--- config.mk ---
export PLATFORM = sky130hd
export DESIGN_NAME = tsl_top
export DESIGN_NICKNAME = d
export VERILOG_FILES = /design/src/tsl_pkg.sv /design/src/tsl_top.sv
export SDC_FILE = /design/constraint.sdc
export NUM_CORES = 2
export LEC_CHECK = 0
export ABC_AREA = 1
export BUFFER_PORTS_ARGS = -buffer_cell sky130_fd_sc_hd__buf_2
export CAP_MARGIN = 5
export CORE_MARGIN = 2
export CORE_UTILIZATION = 40
export DETAILED_ROUTE_END_ITERATION = 7
export PLACE_DENSITY = 0.63
export SLEW_MARGIN = 25
export SYNTH_ARGS = -nofsm -noshare
export SYNTH_HDL_FRONTEND = slang
export SYNTH_SLANG_ARGS = --single-unit
--- constraint.sdc ---
create_clock -name clk -period 16.8 [get_ports clk]
set_clock_uncertainty 0.05 [all_clocks]
set_input_delay 2.52 -clock clk [delete_from_list [all_inputs] [get_ports clk]]
set_output_delay 2.52 -clock clk [all_outputs]
set_load 0.02 [all_outputs]
--- src/tsl_pkg.sv ---
// constants, defaults and carrier types for the touch scan sequencer
// assumes one 200 MHz clock shared by bus, sense front and nvm port
package tsl_pkg;

  // ****************************************
  // timing
  // ****************************************
  localparam int CLK_MHZ = 200;
  localparam int SCAN_UNIT_MS = 15;
  localparam int FADE_UNIT_MS = 1;
  localparam int US_PER_MS = 1000;

  // ****************************************
  // sizes
  // ****************************************
  localparam int N_SENSE = 12;
  localparam int N_PIN = 8;
  localparam int CFG_AW = 6;
  localparam int CFG_N = 47;

  // ****************************************
  // configuration offsets
  // ****************************************
  localparam logic [7:0] OFS_EN_LO = 8'h00;
  localparam logic [7:0] OFS_EN_HI = 8'h01;
  localparam logic [7:0] OFS_ACT_PER = 8'h02;
  localparam logic [7:0] OFS_DOZE_PER = 8'h03;
  localparam logic [7:0] OFS_TIMEOUT = 8'h04;
  localparam logic [7:0] OFS_MODE_FORCE = 8'h05;
  localparam logic [7:0] OFS_AUTO_LIGHT = 8'h06;
  localparam logic [7:0] OFS_PMODE_LO = 8'h07;
  localparam logic [7:0] OFS_PMODE_HI = 8'h08;
  localparam logic [7:0] OFS_HOST_LVL = 8'h09;
  localparam logic [7:0] OFS_FADE_LIN = 8'h0a;
  localparam logic [7:0] OFS_FADE_IVL = 8'h0b;
  localparam logic [7:0] OFS_FADE_START = 8'h0c;
  localparam logic [7:0] OFS_FADE_END = 8'h0d;
  localparam logic [7:0] OFS_HYST = 8'h0e;
  localparam logic [7:0] OFS_DUTY0 = 8'h0f;
  localparam logic [7:0] OFS_THR0 = 8'h17;
  localparam logic [7:0] OFS_GAIN0 = 8'h23;

  // ****************************************
  // status offsets
  // ****************************************
  localparam logic [7:0] OFS_TOUCH_LO = 8'h40;
  localparam logic [7:0] OFS_TOUCH_HI = 8'h41;
  localparam logic [7:0] OFS_DIN_LEVEL = 8'h42;
  localparam logic [7:0] OFS_STATE = 8'h43;

  // ****************************************
  // encodings and factory defaults
  // ****************************************
  localparam logic [1:0] FORCE_AUTO = 2'h0;
  localparam logic [1:0] FORCE_ACTIVE = 2'h1;
  localparam logic [1:0] FORCE_DOZE = 2'h2;
  localparam logic [1:0] FORCE_SLEEP = 2'h3;
  localparam logic [1:0] PM_FADE = 2'h0;
  localparam logic [1:0] PM_DUTY = 2'h1;
  localparam logic [7:0] DEF_ACT_PER = 8'h02;
  localparam logic [7:0] DEF_DOZE_PER = 8'h0d;
  localparam logic [7:0] DEF_TIMEOUT = 8'h64;
  localparam logic [7:0] DEF_FADE_IVL = 8'h04;
  localparam logic [7:0] DEF_THR = 8'h40;
  localparam logic [7:0] DEF_GAIN = 8'h04;
  localparam logic [7:0] DEF_HYST = 8'h08;

  typedef enum logic [1:0] {MODE_ACTIVE, MODE_DOZE, MODE_SLEEP} tsl_mode_t;

  typedef struct packed {
    logic we;
    logic re;
    logic [7:0] addr;
    logic [7:0] wdata;
  } tsl_bus_req_t;

  typedef struct packed {
    logic start;
    logic [3:0] channel;
    logic [7:0] gain;
  } tsl_sense_req_t;

  typedef struct packed {
    logic done;
    logic [7:0] ticks;
  } tsl_sense_res_t;

  function automatic logic [7:0] tsl_cfg_default(input int idx);
    logic [7:0] v;
    v = 8'h00;
    if (idx == int'(OFS_EN_LO) || idx == int'(OFS_AUTO_LIGHT) || idx == int'(OFS_FADE_END)) v = 8'hff;
    else if (idx == int'(OFS_EN_HI)) v = 8'h0f;
    else if (idx == int'(OFS_ACT_PER)) v = DEF_ACT_PER;
    else if (idx == int'(OFS_DOZE_PER)) v = DEF_DOZE_PER;
    else if (idx == int'(OFS_TIMEOUT)) v = DEF_TIMEOUT;
    else if (idx == int'(OFS_FADE_IVL)) v = DEF_FADE_IVL;
    else if (idx == int'(OFS_HYST)) v = DEF_HYST;
    else if (idx >= int'(OFS_GAIN0)) v = DEF_GAIN;
    else if (idx >= int'(OFS_THR0)) v = DEF_THR;
    return v;
  endfunction

endpackage

--- src/tsl_top.sv ---
// scan sequencer, operating modes and led fading of the touch controller
// assumes sense front, nvm and register master all run on clk
//
// Implementation choices: the address-and-strobe port and the register addresses.
`timescale 1ns/1ps
`default_nettype none

// How it works
// RULE1 - sense, process, timer phases repeat
// RULE2 - measure enabled inputs zero to eleven
// RULE3 - processing updates pins and status
// RULE4 - timer phase idles until period ends
// RULE5 - period from 15 ms upward
// RULE6 - visible updates only in processing; in sleep the code updates din_level and mode directly
// RULE7 - alert host on new button news
// RULE8 - three modes: active, doze, sleep
// RULE9 - active uses fast 30 ms period
// RULE10 - doze uses slow 195 ms period
// RULE11 - sleep: no scanning, inputs still live
// RULE12 - active and doze periods configurable
// RULE13 - inactivity time-out drops to doze
// RULE14 - eight pwm generators, 256 steps
// RULE15 - fade in/out, log or linear
// RULE16 - auto lighting: touch starts fade
// RULE17 - host level high starts fade
// RULE18 - host duty drives pwm directly
// RULE19 - pin usable as digital input
// RULE20 - boot from nvm, host may overwrite
// RULE21 - factory map sensor to own led
// RULE22 - per-sensor gain and threshold
// RULE23 - doze touch returns to active
// RULE24 - host may force the mode
// RULE25 - touch restarts inactivity count
module tsl_top import tsl_pkg::*; #(
  parameter int SCAN_UNIT_CYCLES = SCAN_UNIT_MS * US_PER_MS * CLK_MHZ,
  parameter int FADE_UNIT_CYCLES = FADE_UNIT_MS * US_PER_MS * CLK_MHZ
) (
  input wire logic clk,
  input wire logic rst,
  input wire tsl_bus_req_t bus,
  output logic [7:0] reg_rdata,
  output tsl_sense_req_t sense_req,
  input wire tsl_sense_res_t sense_res,
  output logic sense_front_enable,
  output logic [CFG_AW-1:0] nvm_rd_addr,
  input wire logic [7:0] nvm_rd_data,
  output logic host_alert_n,
  input wire logic [N_PIN-1:0] pin_in,
  output logic [N_PIN-1:0] pin_out,
  output logic [N_PIN-1:0] pin_oe_n
);

  // ****************************************
  // helpers
  // ****************************************
  function automatic logic [31:0] scan_len(input logic [7:0] code);
    // code zero would mean a zero period, so it is held at the minimum
    return (code == 8'h00) ? 32'(SCAN_UNIT_CYCLES) : 32'(code) * 32'(SCAN_UNIT_CYCLES);
  endfunction

  function automatic logic touch_eval(input logic prev, input logic [7:0] ticks,
                                      input logic [7:0] thr, input logic [7:0] hyst);
    logic [8:0] hi;
    logic [8:0] lo;
    hi = {1'b0, thr} + {1'b0, hyst};
    lo = (thr > hyst) ? {1'b0, thr - hyst} : 9'h000;
    return prev ? ({1'b0, ticks} >= lo) : ({1'b0, ticks} >= hi);
  endfunction

  function automatic logic [7:0] fade_move(input logic [7:0] cur, input logic [7:0] tgt,
                                           input logic lin);
    logic [7:0] step;
    step = lin ? 8'h01 : {3'h0, cur[7:3]} + 8'h01;
    if (tgt > cur) return ((tgt - cur) <= step) ? tgt : cur + step;
    if (cur > tgt) return ((cur - tgt) <= step) ? tgt : cur - step;
    return cur;
  endfunction

  function automatic logic [1:0] pin_mode(input logic [7:0] lo, input logic [7:0] hi,
                                          input int i);
    logic [15:0] both;
    both = {hi, lo};
    return both[2*i +: 2];
  endfunction

  // ****************************************
  // state
  // ****************************************
  typedef enum logic [2:0] {ST_BOOT, ST_SENSE, ST_WAIT, ST_PROC, ST_TIMER, ST_SLEEP} tsl_state_t;

  tsl_state_t state;
  tsl_mode_t mode;
  tsl_mode_t next_mode;
  logic [7:0] cfg [CFG_N];
  logic boot_busy;
  logic boot_vld;
  logic [CFG_AW-1:0] boot_idx;
  logic [CFG_AW-1:0] boot_widx;
  logic [3:0] scan_idx;
  logic [31:0] period_cnt;
  logic [31:0] fade_cnt;
  logic fade_tick;
  logic [N_SENSE-1:0] raw_touch;
  logic [N_SENSE-1:0] touch_status;
  logic [N_PIN-1:0] din_level;
  logic [N_PIN-1:0] pin_on;
  logic [7:0] level [N_PIN];
  logic [7:0] pwm_cnt;
  logic [N_PIN-1:0] pin_meta;
  logic [N_PIN-1:0] pin_sync;
  logic alert;
  logic [7:0] idle_cnt;
  logic [N_SENSE-1:0] enabled;
  logic host_cfg_we;
  logic [CFG_AW-1:0] host_idx;
  logic [7:0] thr;
  logic [7:0] gain;
  logic [31:0] len;
  logic last_idx;
  logic alert_clr;

  assign enabled = {cfg[OFS_EN_HI[CFG_AW-1:0]][3:0], cfg[OFS_EN_LO[CFG_AW-1:0]]};
  assign host_idx = bus.addr[CFG_AW-1:0];
  assign host_cfg_we = bus.we && (bus.addr < 8'(CFG_N)) && !boot_busy && !boot_vld;
  assign thr = cfg[OFS_THR0[CFG_AW-1:0] + {2'h0, scan_idx}];
  assign gain = cfg[OFS_GAIN0[CFG_AW-1:0] + {2'h0, scan_idx}];
  assign len = scan_len((mode == MODE_DOZE) ? cfg[OFS_DOZE_PER[CFG_AW-1:0]]
                                            : cfg[OFS_ACT_PER[CFG_AW-1:0]]); // RULE9 RULE10 RULE12
  assign last_idx = (scan_idx == 4'(N_SENSE - 1));
  assign alert_clr = bus.re && (bus.addr == OFS_TOUCH_LO);
  assign nvm_rd_addr = boot_idx;
  assign host_alert_n = !alert;

  // ****************************************
  // boot load and configuration store
  // ****************************************
  always_ff @(posedge clk) begin
    if (rst) begin
      boot_busy <= 1'b1;
      boot_idx <= '0;
      boot_vld <= 1'b0;
      boot_widx <= '0;
    end else begin
      boot_vld <= boot_busy;
      boot_widx <= boot_idx;
      if (boot_busy) begin
        if (boot_idx == CFG_AW'(CFG_N - 1)) boot_busy <= 1'b0;
        else boot_idx <= boot_idx + 1'b1;
      end
    end
  end

  always_ff @(posedge clk) begin
    for (int i = 0; i < CFG_N; i++) begin
      if (rst) cfg[i] <= tsl_cfg_default(i); // RULE21
      else if (boot_vld && boot_widx == CFG_AW'(i)) cfg[i] <= nvm_rd_data; // RULE20
      else if (host_cfg_we && host_idx == CFG_AW'(i)) cfg[i] <= bus.wdata; // RULE20 RULE24
    end
  end

  // ****************************************
  // register read port
  // ****************************************
  always_ff @(posedge clk) begin
    if (rst) reg_rdata <= 8'h00;
    else if (!bus.re) reg_rdata <= 8'h00;
    else if (bus.addr < 8'(CFG_N)) reg_rdata <= cfg[host_idx];
    else if (bus.addr == OFS_TOUCH_LO) reg_rdata <= touch_status[7:0];
    else if (bus.addr == OFS_TOUCH_HI) reg_rdata <= {4'h0, touch_status[N_SENSE-1:8]};
    else if (bus.addr == OFS_DIN_LEVEL) reg_rdata <= din_level;
    else if (bus.addr == OFS_STATE) reg_rdata <= {3'h0, alert, 2'h0, mode};
    else reg_rdata <= 8'h00;
  end

  // ****************************************
  // scan sequencer
  // ****************************************
  always_ff @(posedge clk) begin
    if (rst) begin
      state <= ST_BOOT;
      scan_idx <= 4'h0;
      sense_req <= '0;
    end else begin
      sense_req.start <= 1'b0;
      case (state)
        ST_BOOT: begin
          if (!boot_busy && !boot_vld) state <= ST_SENSE;
        end
        ST_SENSE: begin
          if (enabled[scan_idx]) begin // RULE2
            sense_req.start <= 1'b1;
            sense_req.channel <= scan_idx;
            sense_req.gain <= gain; // RULE22
            state <= ST_WAIT;
          end else if (last_idx) begin
            state <= ST_PROC; // RULE1
          end else begin
            scan_idx <= scan_idx + 1'b1; // RULE2
          end
        end
        ST_WAIT: begin
          if (sense_res.done) begin
            if (last_idx) state <= ST_PROC; // RULE1
            else begin
              scan_idx <= scan_idx + 1'b1;
              state <= ST_SENSE;
            end
          end
        end
        ST_PROC: state <= ST_TIMER; // RULE1
        ST_TIMER: begin
          // low power wait; a long period is counted from the scan start
          if (period_cnt >= len - 32'h1) begin // RULE4 RULE5
            scan_idx <= 4'h0;
            state <= (mode == MODE_SLEEP) ? ST_SLEEP : ST_SENSE; // RULE1 RULE11
          end
        end
        ST_SLEEP: begin
          if (mode != MODE_SLEEP) begin
            scan_idx <= 4'h0;
            state <= ST_SENSE;
          end
        end
        default: state <= ST_BOOT;
      endcase
    end
  end

  always_ff @(posedge clk) begin
    if (rst) period_cnt <= 32'h0;
    else if (state == ST_BOOT || state == ST_SLEEP) period_cnt <= 32'h0;
    else if (state == ST_TIMER && period_cnt >= len - 32'h1) period_cnt <= 32'h0;
    else period_cnt <= period_cnt + 32'h1;
  end

  always_ff @(posedge clk) begin
    if (rst) sense_front_enable <= 1'b0;
    else sense_front_enable <= (state == ST_SENSE || state == ST_WAIT); // RULE4 RULE11
  end

  // ****************************************
  // touch detection and status
  // ****************************************
  always_ff @(posedge clk) begin
    if (rst) raw_touch <= '0;
    else if (state == ST_WAIT && sense_res.done)
      raw_touch[scan_idx] <= touch_eval(raw_touch[scan_idx], sense_res.ticks, thr,
                                        cfg[OFS_HYST[CFG_AW-1:0]]); // RULE22
    else if (state == ST_SENSE && !enabled[scan_idx]) raw_touch[scan_idx] <= 1'b0;
  end

  always_ff @(posedge clk) begin
    if (rst) touch_status <= '0;
    else if (state == ST_PROC) touch_status <= raw_touch; // RULE3 RULE6
  end

  // host read of the low touch byte clears; a new event in that cycle wins
  always_ff @(posedge clk) begin
    if (rst) alert <= 1'b0;
    else if (state == ST_PROC && raw_touch != touch_status) alert <= 1'b1; // RULE7 RULE6
    else if (alert_clr) alert <= 1'b0;
  end

  always_ff @(posedge clk) begin
    if (rst) begin
      pin_meta <= '0;
      pin_sync <= '0;
    end else begin
      pin_meta <= pin_in;
      pin_sync <= pin_meta;
    end
  end

  // in sleep there is no processing phase, so input levels follow directly
  always_ff @(posedge clk) begin
    if (rst) din_level <= '0;
    else if (state == ST_PROC || state == ST_SLEEP) din_level <= pin_sync; // RULE19 RULE11
  end

  // ****************************************
  // operating mode
  // ****************************************
  always_comb begin
    next_mode = mode;
    case (cfg[OFS_MODE_FORCE[CFG_AW-1:0]][1:0]) // RULE24
      FORCE_ACTIVE: next_mode = MODE_ACTIVE;
      FORCE_DOZE: next_mode = MODE_DOZE;
      FORCE_SLEEP: next_mode = MODE_SLEEP;
      default: begin
        if (mode == MODE_SLEEP) next_mode = MODE_ACTIVE;
        else if (mode == MODE_DOZE && |raw_touch) next_mode = MODE_ACTIVE; // RULE23
        else if (mode == MODE_ACTIVE && cfg[OFS_TIMEOUT[CFG_AW-1:0]] != 8'h00 &&
                 idle_cnt >= cfg[OFS_TIMEOUT[CFG_AW-1:0]]) next_mode = MODE_DOZE; // RULE13
      end
    endcase
  end

  always_ff @(posedge clk) begin
    if (rst) mode <= MODE_ACTIVE;
    else if (state == ST_PROC || state == ST_SLEEP) mode <= next_mode; // RULE8
  end

  // idle count is in scan periods and saturates
  always_ff @(posedge clk) begin
    if (rst) idle_cnt <= 8'h00;
    else if (state == ST_PROC) begin
      if (|raw_touch || mode != MODE_ACTIVE) idle_cnt <= 8'h00; // RULE25
      else if (idle_cnt != 8'hff) idle_cnt <= idle_cnt + 8'h01; // RULE13
    end
  end

  // ****************************************
  // led fading and pwm
  // ****************************************
  always_ff @(posedge clk) begin
    if (rst) pin_on <= '0;
    else if (state == ST_PROC) begin
      for (int i = 0; i < N_PIN; i++) begin
        if (cfg[OFS_AUTO_LIGHT[CFG_AW-1:0]][i]) pin_on[i] <= raw_touch[i]; // RULE16
        else pin_on[i] <= cfg[OFS_HOST_LVL[CFG_AW-1:0]][i]; // RULE17 RULE6
      end
    end
  end

  always_ff @(posedge clk) begin
    if (rst) begin
      fade_cnt <= 32'h0;
      fade_tick <= 1'b0;
    end else if (fade_cnt >= (32'(cfg[OFS_FADE_IVL[CFG_AW-1:0]]) + 32'h1) *
                             32'(FADE_UNIT_CYCLES) - 32'h1) begin
      fade_cnt <= 32'h0;
      fade_tick <= 1'b1; // RULE15
    end else begin
      fade_cnt <= fade_cnt + 32'h1;
      fade_tick <= 1'b0;
    end
  end

  always_ff @(posedge clk) begin
    for (int i = 0; i < N_PIN; i++) begin
      if (rst) level[i] <= 8'h00;
      else if (fade_tick)
        level[i] <= fade_move(level[i], pin_on[i] ? cfg[OFS_FADE_END[CFG_AW-1:0]]
                                                  : cfg[OFS_FADE_START[CFG_AW-1:0]],
                              cfg[OFS_FADE_LIN[CFG_AW-1:0]][0]); // RULE15 RULE17
    end
  end

  always_ff @(posedge clk) begin
    if (rst) pwm_cnt <= 8'h00;
    else pwm_cnt <= pwm_cnt + 8'h01; // RULE14
  end

  // duty 8'hff leaves one low slot per cycle: full on is 255 of 256
  always_ff @(posedge clk) begin
    for (int i = 0; i < N_PIN; i++) begin
      if (rst) begin
        pin_out[i] <= 1'b0;
        pin_oe_n[i] <= 1'b1;
      end else begin
        case (pin_mode(cfg[OFS_PMODE_LO[CFG_AW-1:0]], cfg[OFS_PMODE_HI[CFG_AW-1:0]], i))
          PM_FADE: begin
            pin_out[i] <= pwm_cnt < level[i]; // RULE14 RULE15
            pin_oe_n[i] <= 1'b0;
          end
          PM_DUTY: begin
            pin_out[i] <= pwm_cnt < cfg[OFS_DUTY0[CFG_AW-1:0] + CFG_AW'(i)]; // RULE18
            pin_oe_n[i] <= 1'b0;
          end
          default: begin
            pin_out[i] <= 1'b0;
            pin_oe_n[i] <= 1'b1; // RULE19
          end
        endcase
      end
    end
  end

endmodule

`default_nettype wire

==> flow_summary.yaml <==
status:
  status: "finished with violations"
  violations: "design-rule violations"
setup_path:
  worstSetupStartpointType: "flip-flop"
  slowest_stage: "o21ai_0"
  critPathMaxFanout: 29
  required_ps: 17330
  path_class: "reg -> reg"
  cp.arrival_ps: 8080
  crit_family: "adder cells"
  r2r_start: "mode[1]"
  critPathBufInv: 7
  max_stage_delay_ps: 650
  crit_start: "mode[1]"
  end_kind: "flip-flop"
timing:
  timing.fmax_mhz: 132.5
  setup_tns_ps: 0
  tightest_slew_ps: 1275
  finalCriticalPeriod_ps: 7546
  hold_viol_final: 0
  setup_viol_count_final: 0
  drv_slew: 0
  rsz0062_at_grt: "false"
  timing.final.crit_share_pct: 44.91
  relSlewSlack_pct: 14.70
yosys:
  synth_common_cells: "nand2_1, inv_1, ha_1, nor2_1, nand3_1"
  synth_cells: 8019
  yosys.area_share.adder_pct: 16.75
  syn-mean-instance-area_um2: 7.314
  synth_area_um2: 58650
  syn-num-nets: 8801
  async_reset_ff_share_pct: 0
  yosysSeqAreaShare_pct: 29.32
  yosys.area.top_type_share_pct: 22.53
  synth_top_family_by_area: "simple AND/OR/NAND/NOR gates"
  synth.largest_area_cell: "edfxtp_1"
  ys_warn_count: 0
  synth.ff_latch_count: 639
  synth_edf_count: 440
  synth-simple-area-share_pct: 23.27
  ys_types: 72
  synth.most_common_cell: "nand2_1"
  yosys_most_used_dff: "edfxtp_1"
  synth.area.top_cells: "edfxtp_1, ha_1, nand2_1"
  synth_compound_area_share_pct: 17.35
  synthMuxAreaShare_pct: 0.2048
  yosys.area_share.xor_xnor_pct: 3.597
clocking:
  clkTransAtPathRegs_ps: 60
  insertion_delay_ps: 730
  tritoncts: "done"
  cts_setup_buffers: 0
  cts_resized: 0
  max-clock-path-buffers: 3
  cts_htree_levels: 3
  cts-root-buf: "clkbuf_16"
  hold_buffers: 0
  cts_sinks: 639
  cts_buffers: 78
global_route:
  grt_pass1_wl_mm: 328.6
  grt_overflow: 0
  grt_pass1_vias: 54942
  antenna_found_initial: 11
  grt.total_usage_pct: 28.16
  grt_max_degree: 84
cells_and_area:
  multi_input_area_um2: 35910
  regArea_um2: 17200
  final_nets: 8737
  synthToLayoutAreaGrowth_pct: 8.491
  layout-drive-gt1-share_pct: 4.726
  fin_util_pct: 43.71
  fill_cells: 14595
floorplanning:
  start_util_pct: 40.29
  die_w_um: 386.9
  num_rows: 140
  dieArea_um2: 149700
  die_h_um: 386.9
  core_area_um2: 145600
  io_pins: 90
drt:
  ant_nets: 0
  routedWlPerCell_um: 22.03
  num_vias: 58705
  first_iter_violations: 7402
  routed_wirelength_mm: 219.1
  vias_per_cell: 5.904
  drc: 16
  first_pass_iters: 8
place:
  gp_congestion: 1.024
  hpwl_mm: 158.8
  portBuffers: 89
flow_run:
  maxCapViolCount: 0
power:
  irDropWorstVdd_v: 0.00008907
  p_per_area_nw_per_um2: 111.0
  power.leakage_nw: 28.35
hold_path:
  hold_path.class: "reg -> reg"
  hold_start: "pin_meta[7]"
-- placed cells by master (no fill, tap or decap), types with 85 or more instances in the layout --
| cell type | Yosys | routed |
|---|---|---|
| ha_1 | 657 | 656 |
| nand2_1 | 1626 | 1625 |
| a21oi_1 | 537 | 537 |
| o22ai_1 | 358 | 358 |
| inv_1 | 1123 | 1111 |
| nand3_1 | 596 | 596 |
| xor2_1 | 176 | 175 |
| nand4_1 | 150 | 150 |
| edfxtp_1 | 440 | 440 |
| o21ai_0 | 495 | 488 |
| o211ai_1 | 85 | 85 |
| buf_2 | 40 | 88 |
| dfxtp_1 | 199 | 198 |
| nor3_1 | 94 | 94 |
| a22oi_1 | 98 | 98 |
| nor2_1 | 598 | 595 |
-- routing by layer --
metal  global-route usage [%]  up-vias  share of wire (%)
li1                         -    27294                  -
met1                    36.26    27206                 39
met2                    43.41     3456                 43
met3                    7.223      741                 12
met4                    14.57        8                5.8
met5                        0        -              0.023
-- path summary, 6_finish.rpt --
check / end / slack [ps] / depth (start not counted)
min: pin_sync[7] / 350 / 2
max: period_cnt[21] / 9250 / 32
max reg2reg: period_cnt[21] / 9250 / 32
min reg2reg: pin_sync[7] / 350 / 2
-- per-stage QoR --
step                      hold WS (ps)  cell area [um^2]  instances  total power [mW]  worst slack, ps
after floorplan                  338.3             58650       8019             4.241            10560
after global placement           345.1             60790       9791             5.085             9422
after detailed placement         349.5             60790       9791             5.137             9143
after CTS                        357.5             63590       9936             6.999             9087
after global routing             367.8             63620       9940             7.525             8511
final                            353.8             63630       9944             7.066             9254
-- worst min-delay path, delay by kind of cell, from the launching register on --
| kind | cells | cell delay (ps) |
|---|---|---|
| AND/OR/NAND/NOR | 1 | 30 |
| flip-flops | 1 | 300 |
| buffers and inverters | 1 | 40 |
-- cells by family after synthesis --
group           count (synthesis)
fa+ha+maj                     737
simple gates                 3175
xor+xnor                      240
flops                         639
mux                            12
compound gates               1755
buf+inv                      1461
-- registers in the layout, indices dropped and copies added (netlist names), 2 cells and up --
| signal | count |
|---|---|
| boot_widx | 6 |
| cfg | 376 |
| din_level | 8 |
| fade_cnt | 32 |
| idle_cnt | 8 |
| level | 64 |
| mode | 2 |
| nvm_rd_addr | 6 |
| period_cnt | 32 |
| pin_meta | 8 |
| pin_oe_n | 8 |
| pin_on | 8 |
| pin_out | 8 |
| pin_sync | 8 |
| pwm_cnt | 8 |
| raw_touch | 12 |
| reg_rdata | 8 |
| scan_idx | 4 |
| sense_req | 13 |
| state | 3 |
| touch_status | 12 |
-- power breakdown --
part           switching [mW]  internal (mW)  total, mW
logic                    2.30           1.08       3.38
clock network           0.797           1.07       1.87
registers              0.0758           1.74       1.82
total                    3.17           3.89       7.07
-- final cells by class --
cell class                      count  area share [%]
Multi-Input combinational cell   5919           56.43
Clock inverter                     46           1.052
Sequential cell                   639           27.03
Inverter                         1165           6.880
Clock buffer                       99           3.351
Tap cell                         1917           3.770
Antenna cell                        7         0.02753
Timing Repair Buffer              152           1.453
Power figures use the tool's default switching activity.
